--- src/logic/eeprom_slave_pkg.sv ---
package eeprom_slave_pkg;
	// ----------------------------------------------------------------
	// select byte layout
	// ----------------------------------------------------------------
	// memory type code; value arbitrary, set per product
	localparam logic [3:0] TYPE_CODE = 4'h5;
	localparam int TYPE_MSB = 7;
	localparam int TYPE_LSB = 4;
	localparam int STRAP_MSB = 3;
	localparam int STRAP_LSB = 1;
	localparam int DIR_BIT = 0;
	localparam logic DIR_READ = 1'b1;

	// ----------------------------------------------------------------
	// timing
	// ----------------------------------------------------------------
	localparam int CLK_PERIOD_NS = 10;
	// internal write cycle length, in microseconds
	localparam int WRITE_TIME_US = 5;
	localparam int WRITE_CYCLES = WRITE_TIME_US * 1000 / CLK_PERIOD_NS;
	localparam int FILTER_LEN = 3;

	// ----------------------------------------------------------------
	// reset values
	// ----------------------------------------------------------------
	localparam logic [15:0] ADDR_RESET = 16'h0000;
	localparam logic [7:0] BYTE_RESET = 8'h00;
	localparam logic [3:0] BITCNT_RESET = 4'h0;

	typedef enum logic [2:0] {
		ST_IDLE = 3'b000,
		ST_SELECT = 3'b001,
		ST_ADDR_HI = 3'b010,
		ST_ADDR_LO = 3'b011,
		ST_WDATA = 3'b100,
		ST_RDATA = 3'b101,
		ST_WRITING = 3'b110
	} phase_t;
endpackage

--- src/logic/line_filter.sv ---
`timescale 1ns/1ps
// ----------------------------------------------------------------
// two-flop synchroniser followed by a glitch filter that needs every history bit to agree
// ----------------------------------------------------------------
module line_filter #(
	parameter int LEN = 3
) (
	// clock and reset
	input wire logic mclk,
	input wire logic nrst,
	// raw pin and filtered level
	input wire logic pin,
	output logic level
);
	logic meta_q;
	logic sync_q;
	logic [LEN-1:0] hist_q;

	always_ff @(posedge mclk or negedge nrst) begin
		if (!nrst) begin
			meta_q <= 1'b1;
			sync_q <= 1'b1;
		end else begin
			meta_q <= pin;
			sync_q <= meta_q;
		end
	end

	// the level only moves once the history agrees, so spikes shorter than LEN cycles vanish
	always_ff @(posedge mclk or negedge nrst) begin
		if (!nrst) begin
			hist_q <= '1;
			level <= 1'b1;
		end else begin
			hist_q <= {hist_q[LEN-2:0], sync_q};
			if (&hist_q) begin
				level <= 1'b1;
			end else if (~|hist_q) begin
				level <= 1'b0;
			end
		end
	end
endmodule

--- src/logic/eeprom_two_wire_slave.sv ---
`timescale 1ns/1ps
module eeprom_two_wire_slave #(
	parameter int WRITE_CYCLES = eeprom_slave_pkg::WRITE_CYCLES,
	parameter int FILTER_LEN = eeprom_slave_pkg::FILTER_LEN
) (
	// clock and reset
	input wire logic mclk,
	input wire logic nrst,
	// two-wire bus pins
	input wire logic scl_in,
	input wire logic sda_in,
	output logic sda_out,
	output logic sda_oe_n,
	// straps and protection (pull-downs outside make floating pins low)
	input wire logic strap_addr_bit0,
	input wire logic strap_addr_bit1,
	input wire logic strap_addr_bit2,
	input wire logic write_protect_in,
	// array side
	input wire logic [7:0] read_data,
	output logic [15:0] mem_addr,
	output logic [7:0] write_data,
	output logic write_strobe,
	output logic read_strobe,
	output logic write_busy,
	output logic selected
);
	// ----------------------------------------------------------------
	// line conditioning
	// ----------------------------------------------------------------
	logic scl_f;
	logic sda_f;
	logic scl_prev_q;
	logic sda_prev_q;
	logic wp_meta_q;
	logic wp_q;
	logic [2:0] strap_meta_q;
	logic [2:0] strap_q;

	line_filter #(.LEN(FILTER_LEN)) u_scl_filter (
		.mclk(mclk),
		.nrst(nrst),
		.pin(scl_in),
		.level(scl_f)
	);

	line_filter #(.LEN(FILTER_LEN)) u_sda_filter (
		.mclk(mclk),
		.nrst(nrst),
		.pin(sda_in),
		.level(sda_f)
	);

	always_ff @(posedge mclk or negedge nrst) begin
		if (!nrst) begin
			scl_prev_q <= 1'b1;
			sda_prev_q <= 1'b1;
			wp_meta_q <= 1'b0;
			wp_q <= 1'b0;
			strap_meta_q <= 3'h0;
			strap_q <= 3'h0;
		end else begin
			scl_prev_q <= scl_f;
			sda_prev_q <= sda_f;
			wp_meta_q <= write_protect_in;
			wp_q <= wp_meta_q;
			strap_meta_q <= {strap_addr_bit2, strap_addr_bit1, strap_addr_bit0};
			strap_q <= strap_meta_q;
		end
	end

	logic scl_rise;
	logic scl_fall;
	logic start_det;
	logic stop_det;

	assign scl_rise = scl_f & ~scl_prev_q;
	assign scl_fall = ~scl_f & scl_prev_q;
	assign start_det = scl_f & scl_prev_q & sda_prev_q & ~sda_f;
	assign stop_det = scl_f & scl_prev_q & ~sda_prev_q & sda_f;

	// ----------------------------------------------------------------
	// bit and byte framing
	// ----------------------------------------------------------------
	eeprom_slave_pkg::phase_t phase_q;
	logic [3:0] bit_cnt_q;
	logic [7:0] shift_q;
	logic [7:0] tx_q;
	logic ack_drive_q;
	logic master_nack_q;
	logic data_ack_q;
	logic ack_pend_q;
	logic rd_low_q;
	logic [31:0] wr_timer_q;

	logic in_ack;
	logic byte_done;
	logic sel_match;
	logic [7:0] rx_byte;
	logic writing;

	function automatic logic select_matches(input logic [7:0] sb, input logic [2:0] straps);
		select_matches = (sb[eeprom_slave_pkg::TYPE_MSB:eeprom_slave_pkg::TYPE_LSB] == eeprom_slave_pkg::TYPE_CODE)
			&& (sb[eeprom_slave_pkg::STRAP_MSB:eeprom_slave_pkg::STRAP_LSB] == straps);
	endfunction

	assign writing = (phase_q == eeprom_slave_pkg::ST_WRITING);
	assign in_ack = (bit_cnt_q == 4'h8); // ninth clock pulse
	assign rx_byte = {shift_q[6:0], sda_f}; // msb first
	assign byte_done = scl_rise && (bit_cnt_q == 4'h7);
	assign sel_match = select_matches(rx_byte, strap_q);

	// bit counter counts 0..7 data bits, 8 is the acknowledge slot
	always_ff @(posedge mclk or negedge nrst) begin
		if (!nrst) begin
			bit_cnt_q <= eeprom_slave_pkg::BITCNT_RESET;
			shift_q <= eeprom_slave_pkg::BYTE_RESET;
			master_nack_q <= 1'b0;
		end else if (start_det || stop_det) begin
			bit_cnt_q <= eeprom_slave_pkg::BITCNT_RESET;
		end else if (scl_rise && !writing) begin
			if (in_ack) begin
				bit_cnt_q <= eeprom_slave_pkg::BITCNT_RESET;
				master_nack_q <= sda_f;
			end else begin
				bit_cnt_q <= bit_cnt_q + 4'h1;
				shift_q <= rx_byte;
			end
		end
	end

	// ----------------------------------------------------------------
	// transfer phase
	// ----------------------------------------------------------------
	always_ff @(posedge mclk or negedge nrst) begin
		if (!nrst) begin
			phase_q <= eeprom_slave_pkg::ST_IDLE;
			ack_drive_q <= 1'b0;
			ack_pend_q <= 1'b0;
			data_ack_q <= 1'b0;
			wr_timer_q <= 32'h0;
		end else begin
			case (phase_q)
				eeprom_slave_pkg::ST_WRITING: begin
					// deaf to the bus until the cycle ends
					if (wr_timer_q >= 32'(WRITE_CYCLES - 1)) begin
						phase_q <= eeprom_slave_pkg::ST_IDLE;
						wr_timer_q <= 32'h0;
					end else begin
						wr_timer_q <= wr_timer_q + 32'h1;
					end
				end
				default: begin
					if (start_det) begin
						phase_q <= eeprom_slave_pkg::ST_SELECT;
						data_ack_q <= 1'b0;
						ack_pend_q <= 1'b0;
					end else if (stop_det) begin
						// the stop's own clock rise is counted, so a stop in the tenth slot sees a count of one
						if (phase_q == eeprom_slave_pkg::ST_WDATA && data_ack_q && bit_cnt_q == 4'h1) begin
							phase_q <= eeprom_slave_pkg::ST_WRITING;
						end else begin
							phase_q <= eeprom_slave_pkg::ST_IDLE;
						end
					end else if (byte_done) begin
						// decide now, drive only after the clock falls so the line never moves while it is high
						ack_pend_q <= 1'b0;
						case (phase_q)
							eeprom_slave_pkg::ST_SELECT: begin
								if (sel_match) begin
									ack_pend_q <= 1'b1;
									if (rx_byte[eeprom_slave_pkg::DIR_BIT] == eeprom_slave_pkg::DIR_READ) begin
										phase_q <= eeprom_slave_pkg::ST_RDATA;
									end else begin
										phase_q <= eeprom_slave_pkg::ST_ADDR_HI;
									end
								end else begin
									phase_q <= eeprom_slave_pkg::ST_IDLE;
								end
							end
							eeprom_slave_pkg::ST_ADDR_HI: begin
								ack_pend_q <= 1'b1;
								phase_q <= eeprom_slave_pkg::ST_ADDR_LO;
							end
							eeprom_slave_pkg::ST_ADDR_LO: begin
								ack_pend_q <= 1'b1;
								phase_q <= eeprom_slave_pkg::ST_WDATA;
							end
							eeprom_slave_pkg::ST_WDATA: begin
								ack_pend_q <= ~wp_q;
								data_ack_q <= data_ack_q | ~wp_q;
							end
							default: begin
							end
						endcase
					end else if (scl_fall && in_ack && phase_q == eeprom_slave_pkg::ST_RDATA && master_nack_q) begin
						phase_q <= eeprom_slave_pkg::ST_IDLE;
					end else if (scl_fall && in_ack) begin
						ack_drive_q <= ack_pend_q; // ninth slot opens
						ack_pend_q <= 1'b0;
					end else if (scl_fall && !in_ack) begin
						ack_drive_q <= 1'b0; // release after the ninth pulse
					end
				end
			endcase
		end
	end

	// ----------------------------------------------------------------
	// address, write data and read shifting
	// ----------------------------------------------------------------
	always_ff @(posedge mclk or negedge nrst) begin
		if (!nrst) begin
			mem_addr <= eeprom_slave_pkg::ADDR_RESET;
			write_data <= eeprom_slave_pkg::BYTE_RESET;
			write_strobe <= 1'b0;
			read_strobe <= 1'b0;
		end else begin
			write_strobe <= 1'b0;
			read_strobe <= 1'b0;
			if (byte_done && !start_det && !stop_det) begin
				case (phase_q)
					eeprom_slave_pkg::ST_ADDR_HI: mem_addr[15:8] <= rx_byte;
					eeprom_slave_pkg::ST_ADDR_LO: mem_addr[7:0] <= rx_byte;
					eeprom_slave_pkg::ST_WDATA: begin
						write_data <= rx_byte;
						if (!wp_q) begin
							write_strobe <= 1'b1; // array untouched while protected
							mem_addr <= mem_addr + 16'h1;
						end
					end
					default: begin
					end
				endcase
			end else if (scl_fall && in_ack && phase_q == eeprom_slave_pkg::ST_RDATA) begin
				read_strobe <= 1'b1; // byte handed out, advance regardless of protect
				mem_addr <= mem_addr + 16'h1;
			end
		end
	end

	// read byte loads at the falling edge that opens the ninth (acknowledge) slot, shifts on later falls
	always_ff @(posedge mclk or negedge nrst) begin
		if (!nrst) begin
			tx_q <= eeprom_slave_pkg::BYTE_RESET;
		end else if (phase_q != eeprom_slave_pkg::ST_RDATA) begin
			tx_q <= read_data;
		end else if (scl_fall && in_ack) begin
			tx_q <= read_data;
		end else if (scl_fall && bit_cnt_q != 4'h0 && !in_ack) begin
			tx_q <= {tx_q[6:0], 1'b1};
		end
	end

	// ----------------------------------------------------------------
	// open-drain data driver
	// ----------------------------------------------------------------
	// read bits move only on falling clock edges; a change while the clock is high would look like a stop
	always_ff @(posedge mclk or negedge nrst) begin
		if (!nrst) begin
			rd_low_q <= 1'b0;
		end else if (phase_q != eeprom_slave_pkg::ST_RDATA) begin
			rd_low_q <= 1'b0;
		end else if (scl_fall) begin
			if (in_ack) begin
				rd_low_q <= 1'b0; // line free for the master's answer
			end else if (bit_cnt_q == 4'h0) begin
				// a read continues only while the master acknowledged the previous byte
				rd_low_q <= !master_nack_q && !tx_q[7];
			end else begin
				rd_low_q <= !master_nack_q && !tx_q[6];
			end
		end
	end

	logic pull_low;
	assign pull_low = !writing && (ack_drive_q || rd_low_q);

	assign sda_out = 1'b0; // only ever pulls low
	assign sda_oe_n = ~pull_low;
	assign write_busy = writing;
	assign selected = (phase_q != eeprom_slave_pkg::ST_IDLE) && !writing;
endmodule

--- config.mk ---
export PLATFORM = sky130hd
export DESIGN_NAME = eeprom_two_wire_slave
export DESIGN_NICKNAME = d
export VERILOG_FILES = /design/src/logic/eeprom_slave_pkg.sv /design/src/logic/line_filter.sv /design/src/logic/eeprom_two_wire_slave.sv
export SDC_FILE = /design/constraint.sdc
export NUM_CORES = 1
export LEC_CHECK = 0
export ABC_AREA = 1
export BUFFER_PORTS_ARGS = -buffer_cell sky130_fd_sc_hd__buf_2
export CAP_MARGIN = 20
export CORE_MARGIN = 2
export CORE_UTILIZATION = 42
export CTS_BUF_LIST = sky130_fd_sc_hd__clkbuf_2
export DETAILED_ROUTE_END_ITERATION = 10
export PLACE_DENSITY = 0.65
export REMOVE_ABC_BUFFERS = 1
export SLEW_MARGIN = 20
export SYNTH_ARGS = -nofsm -noshare
export SYNTH_HDL_FRONTEND = slang
export SYNTH_SLANG_ARGS = --single-unit
--- constraint.sdc ---
create_clock -name mclk -period 4.5 [get_ports mclk]
set_input_delay 0.45 -clock mclk [delete_from_list [all_inputs] [get_ports mclk]]
set_output_delay 0.45 -clock mclk [all_outputs]
set_load 0.02 [all_outputs]
After elaboration in Yosys (flattened, before gate mapping)
Index checks and enable logic that the tools add are counted.
{"block": "word_totals", "romBits": 0, "memories": 0, "ff_bits": 107, "out_inout_bits": 30, "latchBits": 0, "mem_bits_rw": 0}
{"block": "classes", "n_bitwise": 21, "n_reduce_logical": 52, "multipliers": 0, "addsub": 3, "n_lt_le_gt_ge": 1, "n_div": 0, "shifts": 0, "mux": 48, "eq_ne": 21}
{"cell": "two-way mux 16 bit", "count": 3}
{"cell": "adder 32 x 1 -> 32 bit (second input constant)", "count": 1}
{"cell": "greater-or-equal comparator 32 x 9 -> 1 bit (second input constant)", "count": 1}
{"cell": "two-way mux 32 bit", "count": 1}
{"cell": "case mux 8 bit (2 select lines)", "count": 2}
{"cell": "two-way mux 3 bit", "count": 9}
{"cell": "two-way mux 1 bit", "count": 25}
{"cell": "two-way mux 8 bit", "count": 3}
{"cell": "AND reduction 3 bit", "count": 7}
{"cell": "logical AND 1 bit", "count": 17}
{"cell": "adder 16 x 1 -> 16 bit (second input constant)", "count": 1}
{"cell": "inverter 1 bit", "count": 13}
{"cell": "two-way mux 4 bit", "count": 3}
{"cell": "nonzero test 2 bit", "count": 6}
{"cell": "== test 3 bit (second input constant)", "count": 3}
{"cell": "!= test 3 bit (second input constant)", "count": 3}
{"cell": "case mux 3 bit (3 select lines)", "count": 1}
{"cell": "nonzero test 3 bit", "count": 3}
{"cell": "== test 4 x 3 -> 1 bit (second input constant)", "count": 2}
{"cell": "AND reduction 4 bit", "count": 2}
{"cell": "bitwise AND 1 bit", "count": 7}
{"cell": "logical NOT 1 bit", "count": 7}
{"cell": "!= test 7 x 3 -> 1 bit (second input constant)", "count": 1}
{"cell": "== test 3 x 2 -> 1 bit (second input constant)", "count": 2}
{"cell": "other kinds (18)", "count": 23}

Logic depth before layout (Yosys ltp)
{"block": "logic_depth", "ltp_word": 10, "mapped_depth": 11, "mapped_depth_nobuf": 11}

Hierarchy
A second synthesis with hierarchy kept.
{"block": "unflattened", "cells_unflattened": 623, "area_unflattened_um2": 5001.0}
{"mod": "eeprom_two_wire_slave", "area_per_inst_um2": 4623.2, "n_inst": 1, "cells_per_inst": 595}
{"mod": "line_filter", "area_per_inst_um2": 188.9, "n_inst": 2, "cells_per_inst": 14}

Worst setup path before layout
OpenSTA, ideal clock, no wires.
{"block": "synth_path", "path_type": "register to output", "startpoint": "register phase_q[2]", "endpoint": "output port sda_oe_n", "setup_slack_ns": 2.892, "arrival_time_ns": 1.158, "path_stages_with_launch": 4, "path_cell_list": "dfrtp_1 nand3_4 clkbuf_1 o21ai_0"}
{"block": "synth_via", "elab_chain_cells": 4}
{"item": "start: declaration", "line_no": "eeprom_two_wire_slave.sv:85", "source": "eeprom_slave_pkg::phase_t phase_q;"}
{"item": "start signal: assignment", "line_no": "eeprom_two_wire_slave.sv:137", "source": "phase_q <= eeprom_slave_pkg::ST_IDLE;"}
{"item": "start signal: assignment", "line_no": "eeprom_two_wire_slave.sv:147", "source": "phase_q <= eeprom_slave_pkg::ST_IDLE;"}
{"item": "start signal: assignment", "line_no": "eeprom_two_wire_slave.sv:155", "source": "phase_q <= eeprom_slave_pkg::ST_SELECT;"}
{"item": "== test 3 bit", "line_no": "eeprom_two_wire_slave.sv:107", "source": "assign writing = (phase_q == eeprom_slave_pkg::ST_WRITING);"}
{"item": "logical NOT 1 bit", "line_no": "eeprom_two_wire_slave.sv:277", "source": "assign pull_low = !writing && (ack_drive_q || rd_low_q);"}
{"item": "logical AND 1 bit", "line_no": "eeprom_two_wire_slave.sv:277"}
{"item": "inverter 1 bit", "line_no": "eeprom_two_wire_slave.sv:280", "source": "assign sda_oe_n = ~pull_low;"}
{"item": "end: declaration", "line_no": "eeprom_two_wire_slave.sv:13", "source": "output logic sda_oe_n,"}
Every way passes these cells.

Worst setup path in the final report
{"block": "layout_path", "startpoint": "register phase_q[0]", "endpoint": "output port selected"}
{"block": "layout_via", "elab_chain_cells": 3}
{"item": "== test 3 bit", "line_no": "eeprom_two_wire_slave.sv:107"}
{"item": "logical NOT 1 bit", "line_no": "eeprom_two_wire_slave.sv:282", "source": "assign selected = (phase_q != eeprom_slave_pkg::ST_IDLE) && !writing;"}
{"item": "logical AND 1 bit (*)", "line_no": "eeprom_two_wire_slave.sv:282"}
{"item": "end: declaration", "line_no": "eeprom_two_wire_slave.sv:26", "source": "output logic selected"}
Every way passes the cells marked *; elsewhere a longest branch is shown, timed or not.

==> flow_summary_export.csv <==
group,metric,value,unit
clocking,cts_tree,"done",
global_routing,grt_max_degree,75,
clocking,postCtsResizedCells,0,
routing,via_per_inst,4.846,
cells_and_area,drive_above_1_share,15.30,%
global_routing,antenna_found_initial,0,
clocking,cts_root_buf,"clkbuf_2",
timing,setup_tns,0,ps
logic_synthesis,synth.distinct_cells,34,
routing,drtPass1Iterations,5,
logic_synthesis,synth_ff_type,"dfrtp_1",
timing,drv_slew,0,
placement,port_buffers,44,
logic_synthesis,syn_area_per_cell,8.349,um2
worst_setup_path,cp_max_fo,36,
clocking,cts_buffers,9,
timing,relSlewSlack,39.67,%
clocking,clk_pin_slew,250,ps
timing,worst_pin_slew,904.9,ps
power,leakage,2.930,nW
global_routing,grt.overflow.total,0,
die,die_height,113.4,um
logic_synthesis,syn_inst,602,
clocking,clkSinkCount,107,
global_routing,grt_pass1_vias,3623,
routing,m1WireLength,4779,um
logic_synthesis,synth_top_cell_by_area,"dfrtp_1",
clocking,clock_latency,580,ps
clocking,cts_max_level,3,
timing,skew,16.27,ps
logic_synthesis,synth_seq_area_share,53.62,%
clocking,post-cts-setup-buffers,0,
timing,fmaxAchievable,406.8,MHz
timing,setup_viol,0,
cells_and_area,antenna_cells,0,
clocking,cts_hold_buffers,7,
worst_setup_path,arrival,2010,ps
logic_synthesis,mappedNetlistArea,5026,um2
worst_setup_path,critPathRequiredTime,4050,ps
logic_synthesis,synth-async-reset-ratio,100.0,%
power,power_density,340.8,nW/um2
die,initial_core_util,43.46,%
die,coreArea,11560,um2
worst_setup_path,endpoint_kind,"output port",
logic_synthesis,ys.warnings.count,0,
worst_setup_path,crit_type,"flip-flop to output port",
power,finalPower,0.001891,W
power,ir_drop,0.0002366,V
cells_and_area,synthToLayoutAreaGrowth,10.38,%
routing,first_iter_violations,225,
die,die_w,113.4,um
worst_setup_path,path_cells,"inv_1 > nand3_4 > inv_4 > a21oi_1 > buf_2",
logic_synthesis,synthTopCellsByArea,"dfrtp_1, nand2_1, dfstp_2",
logic_synthesis,synthTopCellsByCount,"nand2_1, dfrtp_1, inv_1, nor2_1, o21ai_0",
worst_setup_path,cp_slowest_stage_delay,490,ps
outcome,outcome,"finished clean",
timing,period_needed,2458,ps
cells_and_area,final.fill_count,1115,
timing,post-route-period-util,54.63,%
clocking,clockBufferDepth,2,
die,rows,39,
routing,wl_met2,4559,um
routing,wire_per_inst,12.28,um
routing,via_count,3891,
logic_synthesis,synth_top_area_share,46.30,%
routing,routed_wl,9864,um
routing,drc_errors,0,
placement,placed_area,5371,um2
flow_run,max_cap_violations,0,
hold_path,hp-class,"input pin to flip-flop",
global_routing,grt_pass1_wl,16750,um
timing,hold_slack,71.91,ps
worst_setup_path,crit_path_top_delay_cell,"dfrtp_1",
logic_synthesis,synth_enable_flop_cells,0,
worst_setup_path,cp-start-kind,"flip-flop",
timing,finalHoldViolations,0,
routing,routed.top_layer,"met4",
die,die_area,12860,um2
cells_and_area,fin_nets,676,
logic_synthesis,ys_ff_latch,107,
routing,ant_nets,0,
die,io_pins,46,
global_routing,grt_usage,16.05,%
cells_and_area,finalInstanceArea,5548,um2
routing,wl_met3,376,um
placement,gp_congestion,0.8707,
placement,dp_hpwl,7174,um
timing,rsz0062_at_grt,"false",
logic_synthesis,synth_most_common_cell,"nand2_1",
==> worst paths after layout <==
path	from	end	slack (ps)	depth (start not counted)
worst max-delay path	phase_q[0]	selected	2040	5
worst min-delay path	read_data[0]	tx_q[0]	70	3
worst max register to register	bit_cnt_q[0]	mem_addr[7]	2570	10
worst min register to register	u_scl_filter.meta_q	u_scl_filter.sync_q	370	0
max in group asynchronous	nrst	sda_prev_q	3020	3
min in group asynchronous	nrst	mem_addr[4]	470	2
==> layout by cell type, fill, tap and decap left out, types with 8 or more instances in the layout <==
cell and n:
nand2_1 164, dfrtp_1 93, inv_1 84, nor2_1 49, buf_2 43, o21ai_0 41, nand3_1 32, a21oi_1 21
dfstp_2 14, o21ai_1 12, nand4_1 10, clkbuf_2 10, nor3_1 8
==> cells by family after synthesis <==
kind of cell    Yosys count  synth area share, %
compound gates           90                9.584
xor+xnor                 11                1.917
fa+ha+maj                 5                1.245
buf+inv                 101                8.215
flops                   107                53.62
other cells               1              0.07461
simple gates            287                25.34
==> per-stage QoR <==
stage | cells | worst slack (ps) | util [%]
floorplan | 592 | 2851 | -
global placement | 780 | 2665 | 46.45
detailed placement | 780 | 2599 | 46.45
CTS | 803 | 1975 | 47.97
global route | 803 | 1836 | 47.97
finish | 803 | 2042 | 47.97
==> layout make-up <==
type                            count  area (um2)  area share (%)
Inverter                           91       349.1           6.292
Multi-Input combinational cell    394        1918           34.57
Tap cell                          143       178.9           3.225
Sequential cell                   107        2695           48.58
Clock inverter                      6       56.30           1.015
Clock buffer                       10       50.05          0.9021
Timing Repair Buffer               52       300.3           5.413
==> sequential cells by signal, summed over array words and instances, names as in the netlist, 3 cells and up <==
name,count
bit_cnt_q,4
mem_addr,16
phase_q,3
shift_q,7
strap_meta_q,3
strap_q,3
tx_q,8
u_scl_filter.hist_q,3
u_sda_filter.hist_q,3
wr_timer_q,32
write_data,8
==> where the power goes <==
group	switching, W	total (W)	internal (W)
sequential	0.0000819	0.00113	0.00105
clock	0.000295	0.000421	0.000126
combinational	0.000226	0.000337	0.000111
==> worst max-delay path, delay by kind of cell (launching register included) <==
family	cells	cell delay (ps)
compound gates	1	80
buf+inv	3	530
flops	1	490
simple gates	1	330
==> metal layers <==
| metal | track usage, % | up-vias |
|---|---|---|
| li1 | - | 2006 |
| met1 | 21.90 | 1798 |
| met2 | 25.83 | 74 |
| met3 | 3.613 | 13 |
| met4 | 4.878 | 0 |
| met5 | 0 | - |
No activity file was read; power rests on OpenSTA's default activity.
